===== src/ibc_defs.vh =====
// register offsets, field positions and reset values for the serial bit counter block
`ifndef IBC_DEFS_VH
`define IBC_DEFS_VH
`define IBC_OFS_MODE 12'h000
`define IBC_OFS_IRQEN 12'h004
`define IBC_OFS_STATUS 12'h008
`define IBC_OFS_TXDATA 12'h00C
`define IBC_OFS_CTRL 12'h010
`define IBC_MODE_MSBSEL 7
`define IBC_MODE_WAIT 6
`define IBC_MODE_PROT 3
`define IBC_MODE_FIXED 8'h30
`define IBC_IRQ_TXEMPTY 7
`define IBC_IRQ_TXEND 6
`define IBC_ST_TXEMPTY 7
`define IBC_ST_TXEND 6
`define IBC_CTRL_I2C 0
`define IBC_RST_COUNT 3'h0
`define IBC_RST_CTRL 1'b1
`define IBC_FULL_FRAME 4'h8
`define IBC_ST_IDLE 2'h0
`define IBC_ST_SHIFT 2'h1
`define IBC_ST_ACK 2'h2
`endif


===== src/ibc_bit_counter.v =====
// serial transmit bit counter with transmit interrupt enables and apb registers
//
// How it works
// - the 3-bit count field sets the length of the next frame.
// - reading the count field returns bits still remaining in the current frame.
// - in two-wire format one acknowledge bit follows the data bits.
// - count field returns to zero when a frame, acknowledge included, ends.
// - sync format: code zero means eight bits, codes one to seven that many.
// - empty request is the empty flag gated by its enable.
// - end flag set on the last clock rise of a frame while transmit is empty.
// - end request drops when its flag or its enable is cleared.
// - both transmit enables are zero after reset.
// - count written only when the same write clears write protect.
`include "ibc_defs.vh"
`default_nettype none
module ibc_bit_counter #(
   parameter FIFO_DEPTH = 4,
   parameter FIFO_AW = 2
) (
   input wire ref_clk,
   input wire rst_n,
   input wire psel,
   input wire penable,
   input wire pwrite,
   input wire [11:0] paddr,
   input wire [31:0] pwdata,
   output reg [31:0] prdata,
   output wire pready,
   output wire pslverr,
   input wire sclIn,
   input wire sdaIn,
   output wire sdaOut,
   output wire sdaOe,
   output wire txEmptyRequest,
   output wire txEndRequest
);
   // register state
   reg [2:0] xferCount_q;
   reg msbSel_q;
   reg waitSel_q;
   reg txEmptyIrqEnable_q;
   reg txEndIrqEnable_q;
   reg txEndFlag_q;
   reg i2cFormat_q;
   // link side
   reg [2:0] sclSync_q;
   reg [1:0] sdaSync_q;
   reg [1:0] state_q;
   reg [3:0] remain_q;
   reg [7:0] shift_q;
   reg ackSeen_q;
   reg riseSeen_q;
   reg sdaOut_q;
   // bus decode
   wire setup;
   wire access;
   wire wrDone;
   wire hitMode;
   wire hitIrq;
   wire hitStatus;
   wire hitData;
   wire hitCtrl;
   wire mapped;
   // link decode and fifo handshake
   wire fifoInReady;
   wire fifoOutValid;
   wire [7:0] fifoOutData;
   wire fifoPop;
   wire sclRise;
   wire sclFall;
   wire txEmptyFlag;
   wire frameEnd;
   wire [2:0] countView;
   wire [3:0] frameLen;
   wire [7:0] revData;
   reg [31:0] readMux;

   // apb phases and exact address decode
   assign setup = psel && !penable;
   assign access = psel && penable;
   assign hitMode = (paddr == `IBC_OFS_MODE);
   assign hitIrq = (paddr == `IBC_OFS_IRQEN);
   assign hitStatus = (paddr == `IBC_OFS_STATUS);
   assign hitData = (paddr == `IBC_OFS_TXDATA);
   assign hitCtrl = (paddr == `IBC_OFS_CTRL);
   assign mapped = hitMode || hitIrq || hitStatus || hitData || hitCtrl;

   // data writes stall while the fifo is full, so the source really waits
   // every other access answers in its first access cycle
   assign pready = !(pwrite && hitData && !fifoInReady);
   assign pslverr = access && !mapped;
   assign wrDone = access && pwrite && pready && mapped;

   // transmit byte queue between the bus and the shifter
   ibc_fifo #(
      .WIDTH(8),
      .DEPTH(FIFO_DEPTH),
      .AW(FIFO_AW)
   ) txFifo (
      .ref_clk(ref_clk),
      .rst_n(rst_n),
      .inValid(access && pwrite && hitData),
      .inReady(fifoInReady),
      .inData(pwdata[7:0]),
      .outValid(fifoOutValid),
      .outReady(fifoPop),
      .outData(fifoOutData)
   );

   // transmit side counts as empty while the fifo can take another byte
   // so the empty request drops only once every slot holds data
   assign txEmptyFlag = fifoInReady;

   // pin inputs pass two flops; the third stage only feeds edge detection
   // reset to the released level; a clock resting low gives one fall, ignored in idle
   always @(posedge ref_clk or negedge rst_n) begin
      if (!rst_n) begin
         sclSync_q <= 3'h7;
         sdaSync_q <= 2'h3;
      end else begin
         sclSync_q <= {sclSync_q[1:0], sclIn};
         sdaSync_q <= {sdaSync_q[0], sdaIn};
      end
   end

   assign sclRise = sclSync_q[1] && !sclSync_q[2];
   assign sclFall = !sclSync_q[1] && sclSync_q[2];

   // zero code means a full byte in both formats
   // a count of zero can never mean an empty frame
   assign frameLen = (xferCount_q == 3'h0) ? `IBC_FULL_FRAME : {1'b0, xferCount_q};

   // bit-reversed copy of the queue head for lsb-first frames;
   // one shifter then serves both orders
   genvar revIdx;
   generate
      for (revIdx = 0; revIdx < 8; revIdx = revIdx + 1) begin : g_rev
         assign revData[revIdx] = fifoOutData[7 - revIdx];
      end
   endgenerate

   // a new byte is taken only between frames
   // the length is copied at load, so the count field is free again at once
   assign fifoPop = (state_q == `IBC_ST_IDLE) && fifoOutValid;

   // last data rise in sync format, the acknowledge rise in two-wire format
   // the count reload and the end flag both key off this one strobe
   assign frameEnd = sclRise && (
      ((state_q == `IBC_ST_SHIFT) && (remain_q == 4'h1) && !i2cFormat_q) ||
      (state_q == `IBC_ST_ACK));

   // frame sequencer: decrement on each rise, move data on each fall
   // a fall before the first rise closes the previous frame and must not shift
   always @(posedge ref_clk or negedge rst_n) begin
      if (!rst_n) begin
         state_q <= `IBC_ST_IDLE;
         remain_q <= 4'h0;
         shift_q <= 8'h00;
         riseSeen_q <= 1'b0;
         ackSeen_q <= 1'b0;
      end else begin
         case (state_q)
            `IBC_ST_IDLE: begin
               if (fifoPop) begin
                  // lsb-first is reversed once at load to keep one shifter
                  shift_q <= msbSel_q ? revData : fifoOutData;
                  riseSeen_q <= 1'b0;
                  // length copied now, so a later count write never resizes this frame
                  remain_q <= frameLen;
                  state_q <= `IBC_ST_SHIFT;
               end
            end
            `IBC_ST_SHIFT: begin
               if (sclRise) begin
                  remain_q <= remain_q - 4'h1;
                  riseSeen_q <= 1'b1;
                  if (remain_q == 4'h1) begin
                     // two-wire frames go on to the acknowledge clock
                     state_q <= i2cFormat_q ? `IBC_ST_ACK : `IBC_ST_IDLE;
                  end
               end else if (sclFall && riseSeen_q) begin
                  // next bit onto the line
                  shift_q <= {shift_q[6:0], 1'b0};
               end
            end
            `IBC_ST_ACK: begin
               if (sclRise) begin
                  // sampled on the acknowledge rise; a released line reads high
                  ackSeen_q <= sdaSync_q[1];
                  state_q <= `IBC_ST_IDLE;
               end
            end
            default: begin
               // unused code falls back to idle
               state_q <= `IBC_ST_IDLE;
            end
         endcase
      end
   end

   // two-wire pins are open drain; sync format drives both levels;
   // the level comes from a flop so the pin never shows a mux glitch
   always @(posedge ref_clk or negedge rst_n) begin
      if (!rst_n) begin
         sdaOut_q <= 1'b0;
      end else begin
         sdaOut_q <= i2cFormat_q ? 1'b0 : shift_q[7];
      end
   end

   assign sdaOut = sdaOut_q;
   // enable follows the state at once, the data flop lags it by a cycle
   assign sdaOe = (state_q == `IBC_ST_SHIFT) && (!i2cFormat_q || !shift_q[7]);

   // during a frame the count field shows bits still to go
   // eight remaining reads back as zero, the code that selects eight
   assign countView = (state_q == `IBC_ST_IDLE) ? xferCount_q : remain_q[2:0];

   // mode, enable and control registers
   // wait select is kept for software only; nothing here inserts waits
   always @(posedge ref_clk or negedge rst_n) begin
      if (!rst_n) begin
         xferCount_q <= `IBC_RST_COUNT;
         msbSel_q <= 1'b0;
         waitSel_q <= 1'b0;
         txEmptyIrqEnable_q <= 1'b0;
         txEndIrqEnable_q <= 1'b0;
         i2cFormat_q <= `IBC_RST_CTRL;
      end else begin
         if (wrDone && hitMode) begin
            msbSel_q <= pwdata[`IBC_MODE_MSBSEL];
            waitSel_q <= pwdata[`IBC_MODE_WAIT];
         end
         // only a real count write, not a protected one, displaces the reload
         if (wrDone && hitMode && !pwdata[`IBC_MODE_PROT]) begin
            xferCount_q <= pwdata[2:0];
         end else if (frameEnd) begin
            xferCount_q <= 3'h0;
         end
         if (wrDone && hitIrq) begin
            txEmptyIrqEnable_q <= pwdata[`IBC_IRQ_TXEMPTY];
            txEndIrqEnable_q <= pwdata[`IBC_IRQ_TXEND];
         end
         if (wrDone && hitCtrl) begin
            i2cFormat_q <= pwdata[`IBC_CTRL_I2C];
         end
      end
   end

   // end flag: frame end with nothing queued sets it, write-one clears it;
   // a set in the same cycle as a clear wins so no event is lost
   // a queued byte defers the flag to the end of the last frame
   always @(posedge ref_clk or negedge rst_n) begin
      if (!rst_n) begin
         txEndFlag_q <= 1'b0;
      end else if (frameEnd && !fifoOutValid && txEmptyFlag) begin
         txEndFlag_q <= 1'b1;
      end else if (wrDone && hitStatus && pwdata[`IBC_ST_TXEND]) begin
         txEndFlag_q <= 1'b0;
      end
   end

   // requests are plain levels of flag and enable
   // no extra flop, so a cleared enable takes effect in the same cycle
   assign txEmptyRequest = txEmptyFlag && txEmptyIrqEnable_q;
   assign txEndRequest = txEndFlag_q && txEndIrqEnable_q;

   // read mux; protect bit and the two fixed bits always read one
   // decode is exact, so unmapped offsets read zero
   always @* begin
      readMux = 32'h0000_0000;
      if (hitMode) begin
         readMux[7:0] = `IBC_MODE_FIXED | {msbSel_q, waitSel_q, 2'b00, 1'b1, countView};
      end else if (hitIrq) begin
         readMux[`IBC_IRQ_TXEMPTY] = txEmptyIrqEnable_q;
         readMux[`IBC_IRQ_TXEND] = txEndIrqEnable_q;
      end else if (hitStatus) begin
         readMux[`IBC_ST_TXEMPTY] = txEmptyFlag;
         readMux[`IBC_ST_TXEND] = txEndFlag_q;
         readMux[1] = ackSeen_q;
         readMux[0] = (state_q != `IBC_ST_IDLE);
      end else if (hitCtrl) begin
         readMux[`IBC_CTRL_I2C] = i2cFormat_q;
      end
   end

   // read data captured in the setup cycle and held through the access
   // a read therefore sees state as of its setup cycle
   always @(posedge ref_clk or negedge rst_n) begin
      if (!rst_n) begin
         prdata <= 32'h0000_0000;
      end else if (setup && !pwrite) begin
         prdata <= readMux;
      end
   end
endmodule // ibc_bit_counter
`default_nettype wire


===== src/ibc_fifo.v =====
// small synchronous fifo with valid/ready on both sides
`default_nettype none
module ibc_fifo #(
   parameter WIDTH = 8,
   parameter DEPTH = 4,
   parameter AW = 2
) (
   input wire ref_clk,
   input wire rst_n,
   input wire inValid,
   output wire inReady,
   input wire [WIDTH-1:0] inData,
   output wire outValid,
   input wire outReady,
   output wire [WIDTH-1:0] outData
);
   reg [WIDTH-1:0] mem [0:DEPTH-1];
   reg [AW-1:0] wrPtr_q;
   reg [AW-1:0] rdPtr_q;
   reg [AW:0] level_q;
   wire push;
   wire pop;

   // full and empty come straight from the fill level
   assign inReady = (level_q != DEPTH[AW:0]);
   assign outValid = (level_q != {(AW+1){1'b0}});
   assign outData = mem[rdPtr_q];
   assign push = inValid && inReady;
   assign pop = outValid && outReady;

   // storage has no reset; only the pointers matter
   always @(posedge ref_clk) begin
      if (push) begin
         mem[wrPtr_q] <= inData;
      end
   end

   // pointers wrap at depth, which must be a power of two
   always @(posedge ref_clk or negedge rst_n) begin
      if (!rst_n) begin
         wrPtr_q <= {AW{1'b0}};
         rdPtr_q <= {AW{1'b0}};
         level_q <= {(AW+1){1'b0}};
      end else begin
         if (push) begin
            wrPtr_q <= wrPtr_q + 1'b1;
         end
         if (pop) begin
            rdPtr_q <= rdPtr_q + 1'b1;
         end
         if (push && !pop) begin
            level_q <= level_q + 1'b1;
         end else if (pop && !push) begin
            level_q <= level_q - 1'b1;
         end
      end
   end
endmodule // ibc_fifo
`default_nettype wire


===== config.mk =====
export PLATFORM = sky130hd
export DESIGN_NAME = ibc_bit_counter
export DESIGN_NICKNAME = d
export VERILOG_FILES = /design/src/ibc_bit_counter.v /design/src/ibc_fifo.v
export VERILOG_INCLUDE_DIRS = /design/src
export SDC_FILE = /design/constraint.sdc
export NUM_CORES = 1
export LEC_CHECK = 0
export ABC_AREA = 1
export BUFFER_PORTS_ARGS = -buffer_cell sky130_fd_sc_hd__buf_2
export CELL_PAD_IN_SITES_DETAIL_PLACEMENT = 0
export CELL_PAD_IN_SITES_GLOBAL_PLACEMENT = 1
export CORE_MARGIN = 3
export CORE_UTILIZATION = 28
export DETAILED_ROUTE_END_ITERATION = 10
export GPL_TIMING_DRIVEN = 0
export MAX_ROUTING_LAYER = met4
export PLACE_DENSITY = 0.62
export SETUP_SLACK_MARGIN = 0.02
export SLEW_MARGIN = 30
export SYNTH_ARGS = -nofsm -noshare
export SYNTH_HDL_FRONTEND = slang
export SYNTH_SLANG_ARGS = --single-unit

===== constraint.sdc =====
create_clock -name ref_clk -period 2.69 [get_ports ref_clk]
set_input_delay 0.269 -clock ref_clk [delete_from_list [all_inputs] [get_ports ref_clk]]
set_output_delay 0.269 -clock ref_clk [all_outputs]
set_load 0.05 [all_outputs]

==> results.tsv, run 1 <==
metric	value	unit
drc	0	
worst_slack	0.5310	ns
critPathMaxStageDelay	0.42	ns
async_flop_share	57.89	%
synth_top_area_cell	edfxtp_1	
vias_per_cell	4.205	
worstPathRequired	2.91	ns
antenna_found_initial	0	
yosysWarnings	0	
syn_inst	436	
yosysUniqueCellTypes	41	
total_power	3.995	mW
vdd_ir_drop_max	0.3457	mV
grt_max_degree	45	
antenna_left	0	
die_x	124.8	um
synth-edff-count	32	
reg2reg_depth	9	
initial_core_util	29.25	%
cp_top_family	simple AND/OR/NAND/NOR gates	
timing.critical_path.slowest_stage_cell	dfrtp_1	
gp_congestion	0.7862	
p_leak	2.206	nW
grt_first_pass_wirelength	14280	um
cp.buffers_inverters	1	
r2r-start	txFifo.level_q[0]	
placed_area	4459	sq um
io_buffer_count	40	
avgSynthCellArea	9.060	sq um
dr.pass1.iters	4	
clk_pin_slew_worst_paths	0.06	ns
via_count	2910	
hold_depth	1	
n_fill_cell	1390	
yosys-top-cells-area	edfxtp_1 (24%), dfrtp_1 (24%), nand2_1 (10%)	
grt_pass1_vias	2877	
worst_r2r_endpoint	txFifo.level_q[2]	
wl	8330	um
io-pin-count	89	
clock_latency	0.33	ns
power_density	843.4	nW/um^2
synth_top_cell_area_share	24.33	%
rsz0062_at_grt	no	
tns	0	ns
r2r_slack	0.53	ns
crit_type	reg2reg	
final_layout_size_suffix_gt1_share	25.78	%
place_hpwl	6256	um
die_h	124.8	um
worst-path-max-fanout	7	
synth_seq_cells	76	
nets	570	
grt.total_usage	11.51	%
max_cap_viol_count	0	
finalCritPeriodShare	80.26	%
syn_area	3950	sq um
root_buffer	clkbuf_16	
fin_crit	2.159	ns
area_delta_synth_final	19.92	%
core	13510	sq um
endpoint_kind	flip-flop	
die_area	15570	sq um
synth_top_family_by_area	simple AND/OR/NAND/NOR gates	
final_cell_mix	nand2_1 (108), nand3_1 (46), buf_2 (45), inv_1 (43), dfrtp_1 (38)	
synthXorXnorAreaFrac	0.8869	%
hold_viol_final	0	
yosys.area_share.simple	25.85	%
path_cells	nor2_1 > nand2_1 > nand2_2 > ha_1 > inv_1 > fa_1 > a21oi_1 > o21ai_0 > xor2_1	
arrival	2.38	ns
synth_compound_area_share	6.145	%
slew_violations	0	
synthMuxAreaShare	0.5702	%
wl_per_cell	12.04	um
design_area	4737	sq um
cts_sinks	76	
gr-total-overflow	0	
pre_cts_slack	0.4271	ns
outcome	finished, final reports clean	
synth_fa_ha_area_share	2.724	%
clock-skew-final	0.008637	ns
min-delay-start	sdaIn	
cts_made_buffers	9	
rows	42	
tightest_slew	0.7580	ns
setup_violations	0	
htree_levels	3	
drtIter0Drc	89	
slew_headroom	49.28	%
ys_seq_area_share	52.39	%
clk_path_buf_depth	2	
final_common_cell	nand2_1	
fmax	463.2	MHz
startpoint_type	flip-flop	
cts_tree	done	
hold_end	sdaSync_q[0]	
synthFlopType	dfrtp_1	
diodes	0	
cts_resized	0	
hold_path.class	in2reg	
==> routing by layer <==
metal  track usage [%]  up-vias  share of wire (%)
met5                 -        -                  0
met4             5.416        0                2.0
met3             1.415       11                3.5
met2             18.07       63                 47
met1             14.82     1329                 48
li1                  -     1507                  -
==> worst register-to-register path, delay by kind of cell (launching register included) <==
| kind | cells | cell delay (ns) |
|---|---|---|
| adders and majority gates | 2 | 0.57 |
| buffers and inverters | 1 | 0.06 |
| and+or+nand+nor | 3 | 0.60 |
| AOI/OAI and AO/OA | 2 | 0.25 |
| xor gates and xnor gates | 1 | 0.15 |
| DFF | 1 | 0.42 |
==> power breakdown <==
group | total [mW] | internal (mW) | switching (mW) | leakage, nW
registers | 1.48 | 1.38 | 0.0979 | 0.825
clock network | 1.09 | 0.619 | 0.475 | 0.131
logic | 1.42 | 0.476 | 0.944 | 1.25
total | 4.00 | 2.48 | 1.52 | 2.21
==> layout make-up <==
class,count,area [sq um],area share (%)
plain buffers,33,236.5,4.992
clock buffers,9,225.2,4.754
clock inverters,7,42.54,0.8980
inverters,56,211.5,4.464
multi-input cells,294,1519,32.07
flip-flops and latches,76,2069,43.69
well taps,176,220.2,4.649
repair buffers,41,212.7,4.490
==> cell usage after synthesis (6+ instances only) <==
cell type	instances
o21ai_1	11
o211ai_1	8
nand2_2	8
buf_2	6
inv_2	10
o21ai_0	9
nor2_1	30
dfstp_2	6
ha_1	7
inv_1	43
buf_4	26
dfrtp_1	38
nand3_1	46
nand2_1	108
edfxtp_1	32
==> logic make-up (layout without fill, tap and decap cells) <==
kind of cell / Yosys count / after routing
simple gates: 217 / 217
buf+inv: 89 / 146
flops: 76 / 76
compound gates: 39 / 39
fa+ha+maj: 8 / 8
xor+xnor: 4 / 4
mux: 2 / 2
other cells: 1 / 24
==> timing repair <==
item                                   CTS  global route
buffers inserted                         0             0
hold buffers                             1             0
endpoints found under the hold margin   38             0
==> how the worst max path moves through the flow <==
stage	startpoint	depth (start not counted)	to	slack, ns
floorplan	paddr[11]	6	pslverr	0.68
global placement	paddr[11]	12	txFifo.level_q[2]	0.45
finish	txFifo.level_q[0]	9	txFifo.level_q[2]	0.53
CTS	txFifo.level_q[0]	9	txFifo.level_q[2]	0.49
global route	txFifo.level_q[0]	9	txFifo.level_q[2]	0.35
detailed placement	paddr[11]	12	txFifo.level_q[2]	0.43
==> through the flow <==
step,hold slack [ns],std cells,util [%]
3_3_place_gp,0.3470,675,33.00
5_1_grt,0.03004,692,35.08
6_report,0.03318,692,35.08
3_5_place_dp,0.3111,675,33.02
2_1_floorplan,-0.02659,459,-
4_1_cts,0.02025,692,35.08
==> flip-flops by register name, indices dropped and copies added, names as in the netlist, 2 cells and up <==
name and cells:
txFifo.mem 32, shift_q 8, prdata 6, remain_q 4, sclSync_q 3, txFifo.level_q 3
xferCount_q 3, sdaSync_q 2, state_q 2, txFifo.rdPtr_q 2, txFifo.wrPtr_q 2
(Power assumes the default switching activity.)
==> run 2: changes to the inputs <==
clock period = 2.2 ns   (was 2.69 ns; I/O delays follow)
==> results.tsv, run 2 (synthesis results as in run 1) <==
metric	value	unit
rsz0062_at_grt	no	
area_delta_synth_final	21.48	%
arrival	2.27	ns
dr.pass1.iters	4	
rows	42	
setup_violations	0	
die_area	15570	sq um
htree_levels	3	
worstPathRequired	2.42	ns
clk_pin_slew_worst_paths	0.06	ns
gr-total-overflow	0	
cts_sinks	76	
finalCritPeriodShare	92.98	%
design_area	4798	sq um
vias_per_cell	4.191	
cts_tree	done	
hold_viol_final	0	
clock-skew-final	0.007534	ns
antenna_left	0	
via_count	2921	
outcome	finished, final reports clean	
drtIter0Drc	87	
place_inst	675	
diodes	0	
seq_area	2069	sq um
hold_depth	1	
largest_reg_flops	32	
worst_r2r_endpoint	txFifo.level_q[1]	
power_density	1031	nW/um^2
core	13510	sq um
reg.largest.list	txFifo.mem x32, shift_q x8, prdata x6	
vdd_ir_drop_max	0.4930	mV
startpoint_type	flip-flop	
p_leak	2.244	nW
placed_area	4459	sq um
cts_made_buffers	9	
wl	8328	um
tns	0	ns
root_buffer	clkbuf_16	
final_common_cell	nand2_1	
total_power	4.949	mW
grt_first_pass_wirelength	14310	um
nets	575	
r2r-start	txFifo.level_q[1]	
max_cap_viol_count	0	
largest_register	txFifo.mem	
final_cells	697	
initial_core_util	29.25	%
worst-path-max-fanout	6	
wl_per_cell	11.95	um
drc	0	
grt_max_degree	45	
n_fill_cell	1387	
r2r_slack	0.15	ns
hold_path.class	in2reg	
final_cell_mix	nand2_1 (106), nand3_1 (46), buf_2 (45), inv_1 (43), dfrtp_1 (38)	
fin_crit	2.046	ns
multi_input_area	1538	sq um
min-delay-start	pwdata[5]	
die_x	124.8	um
gp_congestion	0.7862	
antenna_found_initial	0	
slew_headroom	49.17	%
fmax	488.9	MHz
clk_path_buf_depth	2	
place_hpwl	6256	um
reg2reg_depth	8	
crit_type	reg2reg	
hold_end	txFifo.mem[1][5]	
slew_violations	0	
io-pin-count	89	
final_util	35.53	%
grt_pass1_vias	2882	
endpoint_kind	flip-flop	
grt.total_usage	11.52	%
die_h	124.8	um
final_layout_size_suffix_gt1_share	26.49	%
tightest_slew	0.7596	ns
clock_latency	0.33	ns
io_buffer_count	40	
[run 2: changes by cell type in the layout (fill, tap and decap cells not counted), sizes merged]
cell,delta
dlygate4sd3,+2
buf,+3
[run 2: metal layers]
| layer | GRT usage [%] | part of all wire (%) | vias to the layer above |
|---|---|---|---|
| met5 | - | 0 | - |
| met4 | 5.416 | 2.0 | 0 |
| met3 | 1.415 | 3.4 | 11 |
| met2 | 18.10 | 47 | 59 |
| met1 | 14.85 | 48 | 1331 |
| li1 | - | - | 1520 |
[run 2: report_power, final]
part           switching (mW)  internal [mW]
sequential              0.116           1.69
combinational            1.18          0.626
clock                   0.581          0.757
[run 2: layout make-up]
type / count / share of cell area (%)
timing repair buffer: 46 / 5.319
inverter: 56 / 4.407
tap: 176 / 4.589
sequential: 76 / 43.13
multi-input combinational: 294 / 32.05
clock inverter: 7 / 0.8866
clock buffer: 9 / 4.694
buffer: 33 / 4.928
[run 2: metrics by stage]
step                hold slack, ns  setup WS, ns
CTS                        0.09306       0.06009
global route               0.09861       0.02651
finish                      0.1018        0.1545
global placement            0.3250      0.004395
floorplan                 -0.07559        0.2906
detailed placement          0.2621      -0.01392
[run 2: worst max-delay path, cell delays in order (launching register included)]
cell and delay, ns:
dfrtp_1 0.41, nor2_1 0.21, nand2_2 0.13, nand4_4 0.16
inv_2 0.07, ha_1 0.18, inv_1 0.09, fa_1 0.42
mux2_2 0.27
[run 2: worst max-delay path by stage]
stage,cells past startpoint,end,slack (ns),from
CTS,10,txFifo.level_q[2],0.06,txFifo.level_q[0]
detailed placement,12,txFifo.level_q[2],-0.01,paddr[11]
global route,10,txFifo.level_q[2],0.03,txFifo.level_q[1]
floorplan,6,pslverr,0.29,paddr[11]
finish,8,txFifo.level_q[1],0.15,txFifo.level_q[1]
global placement,12,txFifo.level_q[2],0.004,paddr[11]
[run 2: timing repair]
action,in CTS,in global routing
hold buffers,3,0
buffers inserted,0,3
hold endpoints to repair,40,0
resized for setup,1,3
pin swaps,0,1
endpoints found under the setup margin,1,2
==> run 3: changes to the inputs <==
PLACE_DENSITY = 0.61   (was 0.62)
SYNTH_HIERARCHICAL = 1   (was unset)
==> results.tsv, run 3 <==
metric	value	unit
outcome	finished, final reports clean	
met1_usage	14.80	%
setup_violations	0	
gr-total-overflow	0	
wl	8837	um
initial_core_util	28.77	%
max_cap_viol_count	0	
path_cells	inv_1 > nand3_4 > nand2_4 > inv_2 > nand2_1 > ha_2 > inv_1 > fa_1 > nand2_1 > nand3_1 > nand2_1 > nand2_1	
min-delay-start	pwdata[5]	
reg2reg_depth	12	
wl_per_cell	12.32	um
clk_path_buf_depth	2	
largest_register	txFifo/mem	
crit_start	txFifo/level_q[2]	
fin_crit	2.072	ns
fmax	482.7	MHz
worst_hold_slack	0.09851	ns
nets	591	
drtIter0Drc	127	
worst-path-max-fanout	4	
grt_pass1_vias	2962	
dr.pass1.iters	4	
io-pin-count	89	
final_layout_size_suffix_gt1_share	25.88	%
cts_made_buffers	9	
antenna_left	0	
cp.buffers_inverters	3	
n_fill_cell	1474	
synthFlopType	dfrtp_1	
final_cells	717	
root_buffer	clkbuf_16	
final_cell_mix	nand2_1 (98), inv_1 (60), buf_2 (40), buf_4 (39), dfrtp_1 (38)	
use_met2	18.90	%
cp_num_cells	12	
clock_latency	0.34	ns
io_buffer_count	40	
power.internal	3.272	mW
synth_seq_cells	76	
crit_end	txFifo/level_q[2]	
slew_violations	0	
grt.total_usage	11.71	%
core	13990	sq um
place_hpwl	6588	um
rows	43	
avgSynthCellArea	9.063	sq um
critPathMaxStageDelay	0.43	ns
seq_power_share	34.8	%
finalCritPeriodShare	94.16	%
slew_headroom	45.65	%
ys_seq_area_share	51.43	%
power_density	1046	nW/um^2
reg.largest.list	txFifo/mem x32, shift_q x8, prdata x6	
cts_tree	done	
synth-edff-count	32	
antenna_found_initial	0	
p_leak	2.439	nW
htree_levels	3	
timing.critical_path.slowest_stage_cell	fa_1	
arrival	2.30	ns
hold_viol_final	0	
grtUsageMet3	1.484	%
final_util	35.67	%
final_common_cell	nand2_1	
seq_area	2069	sq um
synth_common_cells	nand2_1 (99), inv_1 (62), dfrtp_1 (38)	
pre_cts_slack	-0.3911	ns
yosysMostFrequentCell	nand2_1	
worst_slack	0.1285	ns
synth_top_area_cell	edfxtp_1	
yosysUniqueCellTypes	42	
worstPathRequired	2.43	ns
synth_top_cell_area_share	23.88	%
rsz0062_at_grt	no	
combPwrFrac	37.7	%
worst_r2r_endpoint	txFifo/level_q[2]	
yosys-top-cells-area	edfxtp_1 (24%), dfrtp_1 (24%), nand2_1 (9.2%)	
switching_share	37.32	%
hold_depth	1	
die_x	125.9	um
place_inst	687	
crit_top_cell	nand2_1	
cp_top_family	simple AND/OR/NAND/NOR gates	
r2r_slack	0.13	ns
tightest_slew	0.8123	ns
vias_per_cell	4.226	
multi_input_area	1564	sq um
diodes	0	
clk_pin_slew_worst_paths	0.06	ns
r2r-start	txFifo/level_q[2]	
total_power	5.220	mW
die_area	15850	sq um
clock-skew-final	0.007764	ns
via_count	3030	
gp_congestion	0.8086	
crit_type	reg2reg	
drc	0	
cts_sinks	76	
grt_first_pass_wirelength	14410	um
vdd_ir_drop_max	0.3660	mV
die_h	125.9	um
grt_max_degree	45	
yosysWarnings	6	
grt-busiest-layer	met2	
largest_reg_flops	32	
startpoint_type	flip-flop	
power.share.clock	27.5	%
async_flop_share	57.89	%
area_delta_synth_final	24.01	%
syn_area	4024	sq um
hold_path.class	in2reg	
endpoint_kind	flip-flop	
switching_power	1.948	mW
syn_inst	444	
## run 3: cell families after synthesis
| kind of cell | Yosys count | share of synthesized area, % |
|---|---|---|
| adder cells (fa/ha/maj) | 8 | 2.674 |
| multiplexers | 1 | 0.2798 |
| AO/OA/AOI/OAI | 70 | 10.91 |
| XOR/XNOR | 2 | 0.4354 |
| flip-flops | 76 | 51.43 |
| AND/OR/NAND/NOR | 181 | 21.02 |
| buffers and inverters | 105 | 13.15 |
| other | 1 | 0.09319 |
## run 3: how the worst min path moves through the flow
stage	end	slack (ns)
finish	txFifo/mem[2][5]	0.1
global route	txFifo/mem[2][5]	0.11
CTS	txFifo/mem[2][5]	0.1
detailed placement	prdata[5]	0.28
global placement	sdaSync_q[0]	0.33
floorplan	ackSeen_q	-0.08
## run 3: repair_timing
action | 4_1_cts | 5_1_grt
endpoints found under the hold margin | 40 | 0
endpoints found under the setup margin | 2 | 2
resized for setup | 4 | 8
pin swaps | 0 | 5
hold buffers | 3 | 0
setup buffers | 0 | 11
## run 3: cell type report
cell class	count	share of cell area [%]
tap	180	4.514
clock buffer	11	4.664
sequential	76	41.47
clock inverter	5	1.078
timing repair buffer	54	6.319
multi-input combinational	286	31.34
buffer	34	5.266
inverter	71	5.341
## run 3: power by group through the flow
stage	Sequential (mW)	Combinational, mW	Clock (mW)
final	1.82	1.97	1.43
after CTS	1.82	1.91	1.46
after detailed placement	1.84	1.87	0
after floorplan	1.81	1.42	0
after global routing	1.84	2.22	1.52
after global placement	1.83	1.84	0
## run 3: metrics by stage
| stage | setup TNS [ns] | instance area (sq um) |
|---|---|---|
| after floorplan | 0 | 4116 |
| after global placement | -8.547 | 4542 |
| after detailed placement | -9.158 | 4544 |
| after CTS | 0 | 4887 |
| after global routing | 0 | 4990 |
| final | 0 | 4990 |
## run 3: layer usage
| layer | vias to the layer above | share of wire, % |
|---|---|---|
| met5 | - | 0 |
| met4 | 0 | 1.8 |
| met3 | 12 | 3.7 |
| met2 | 67 | 46 |
| met1 | 1382 | 48 |
| li1 | 1569 | - |
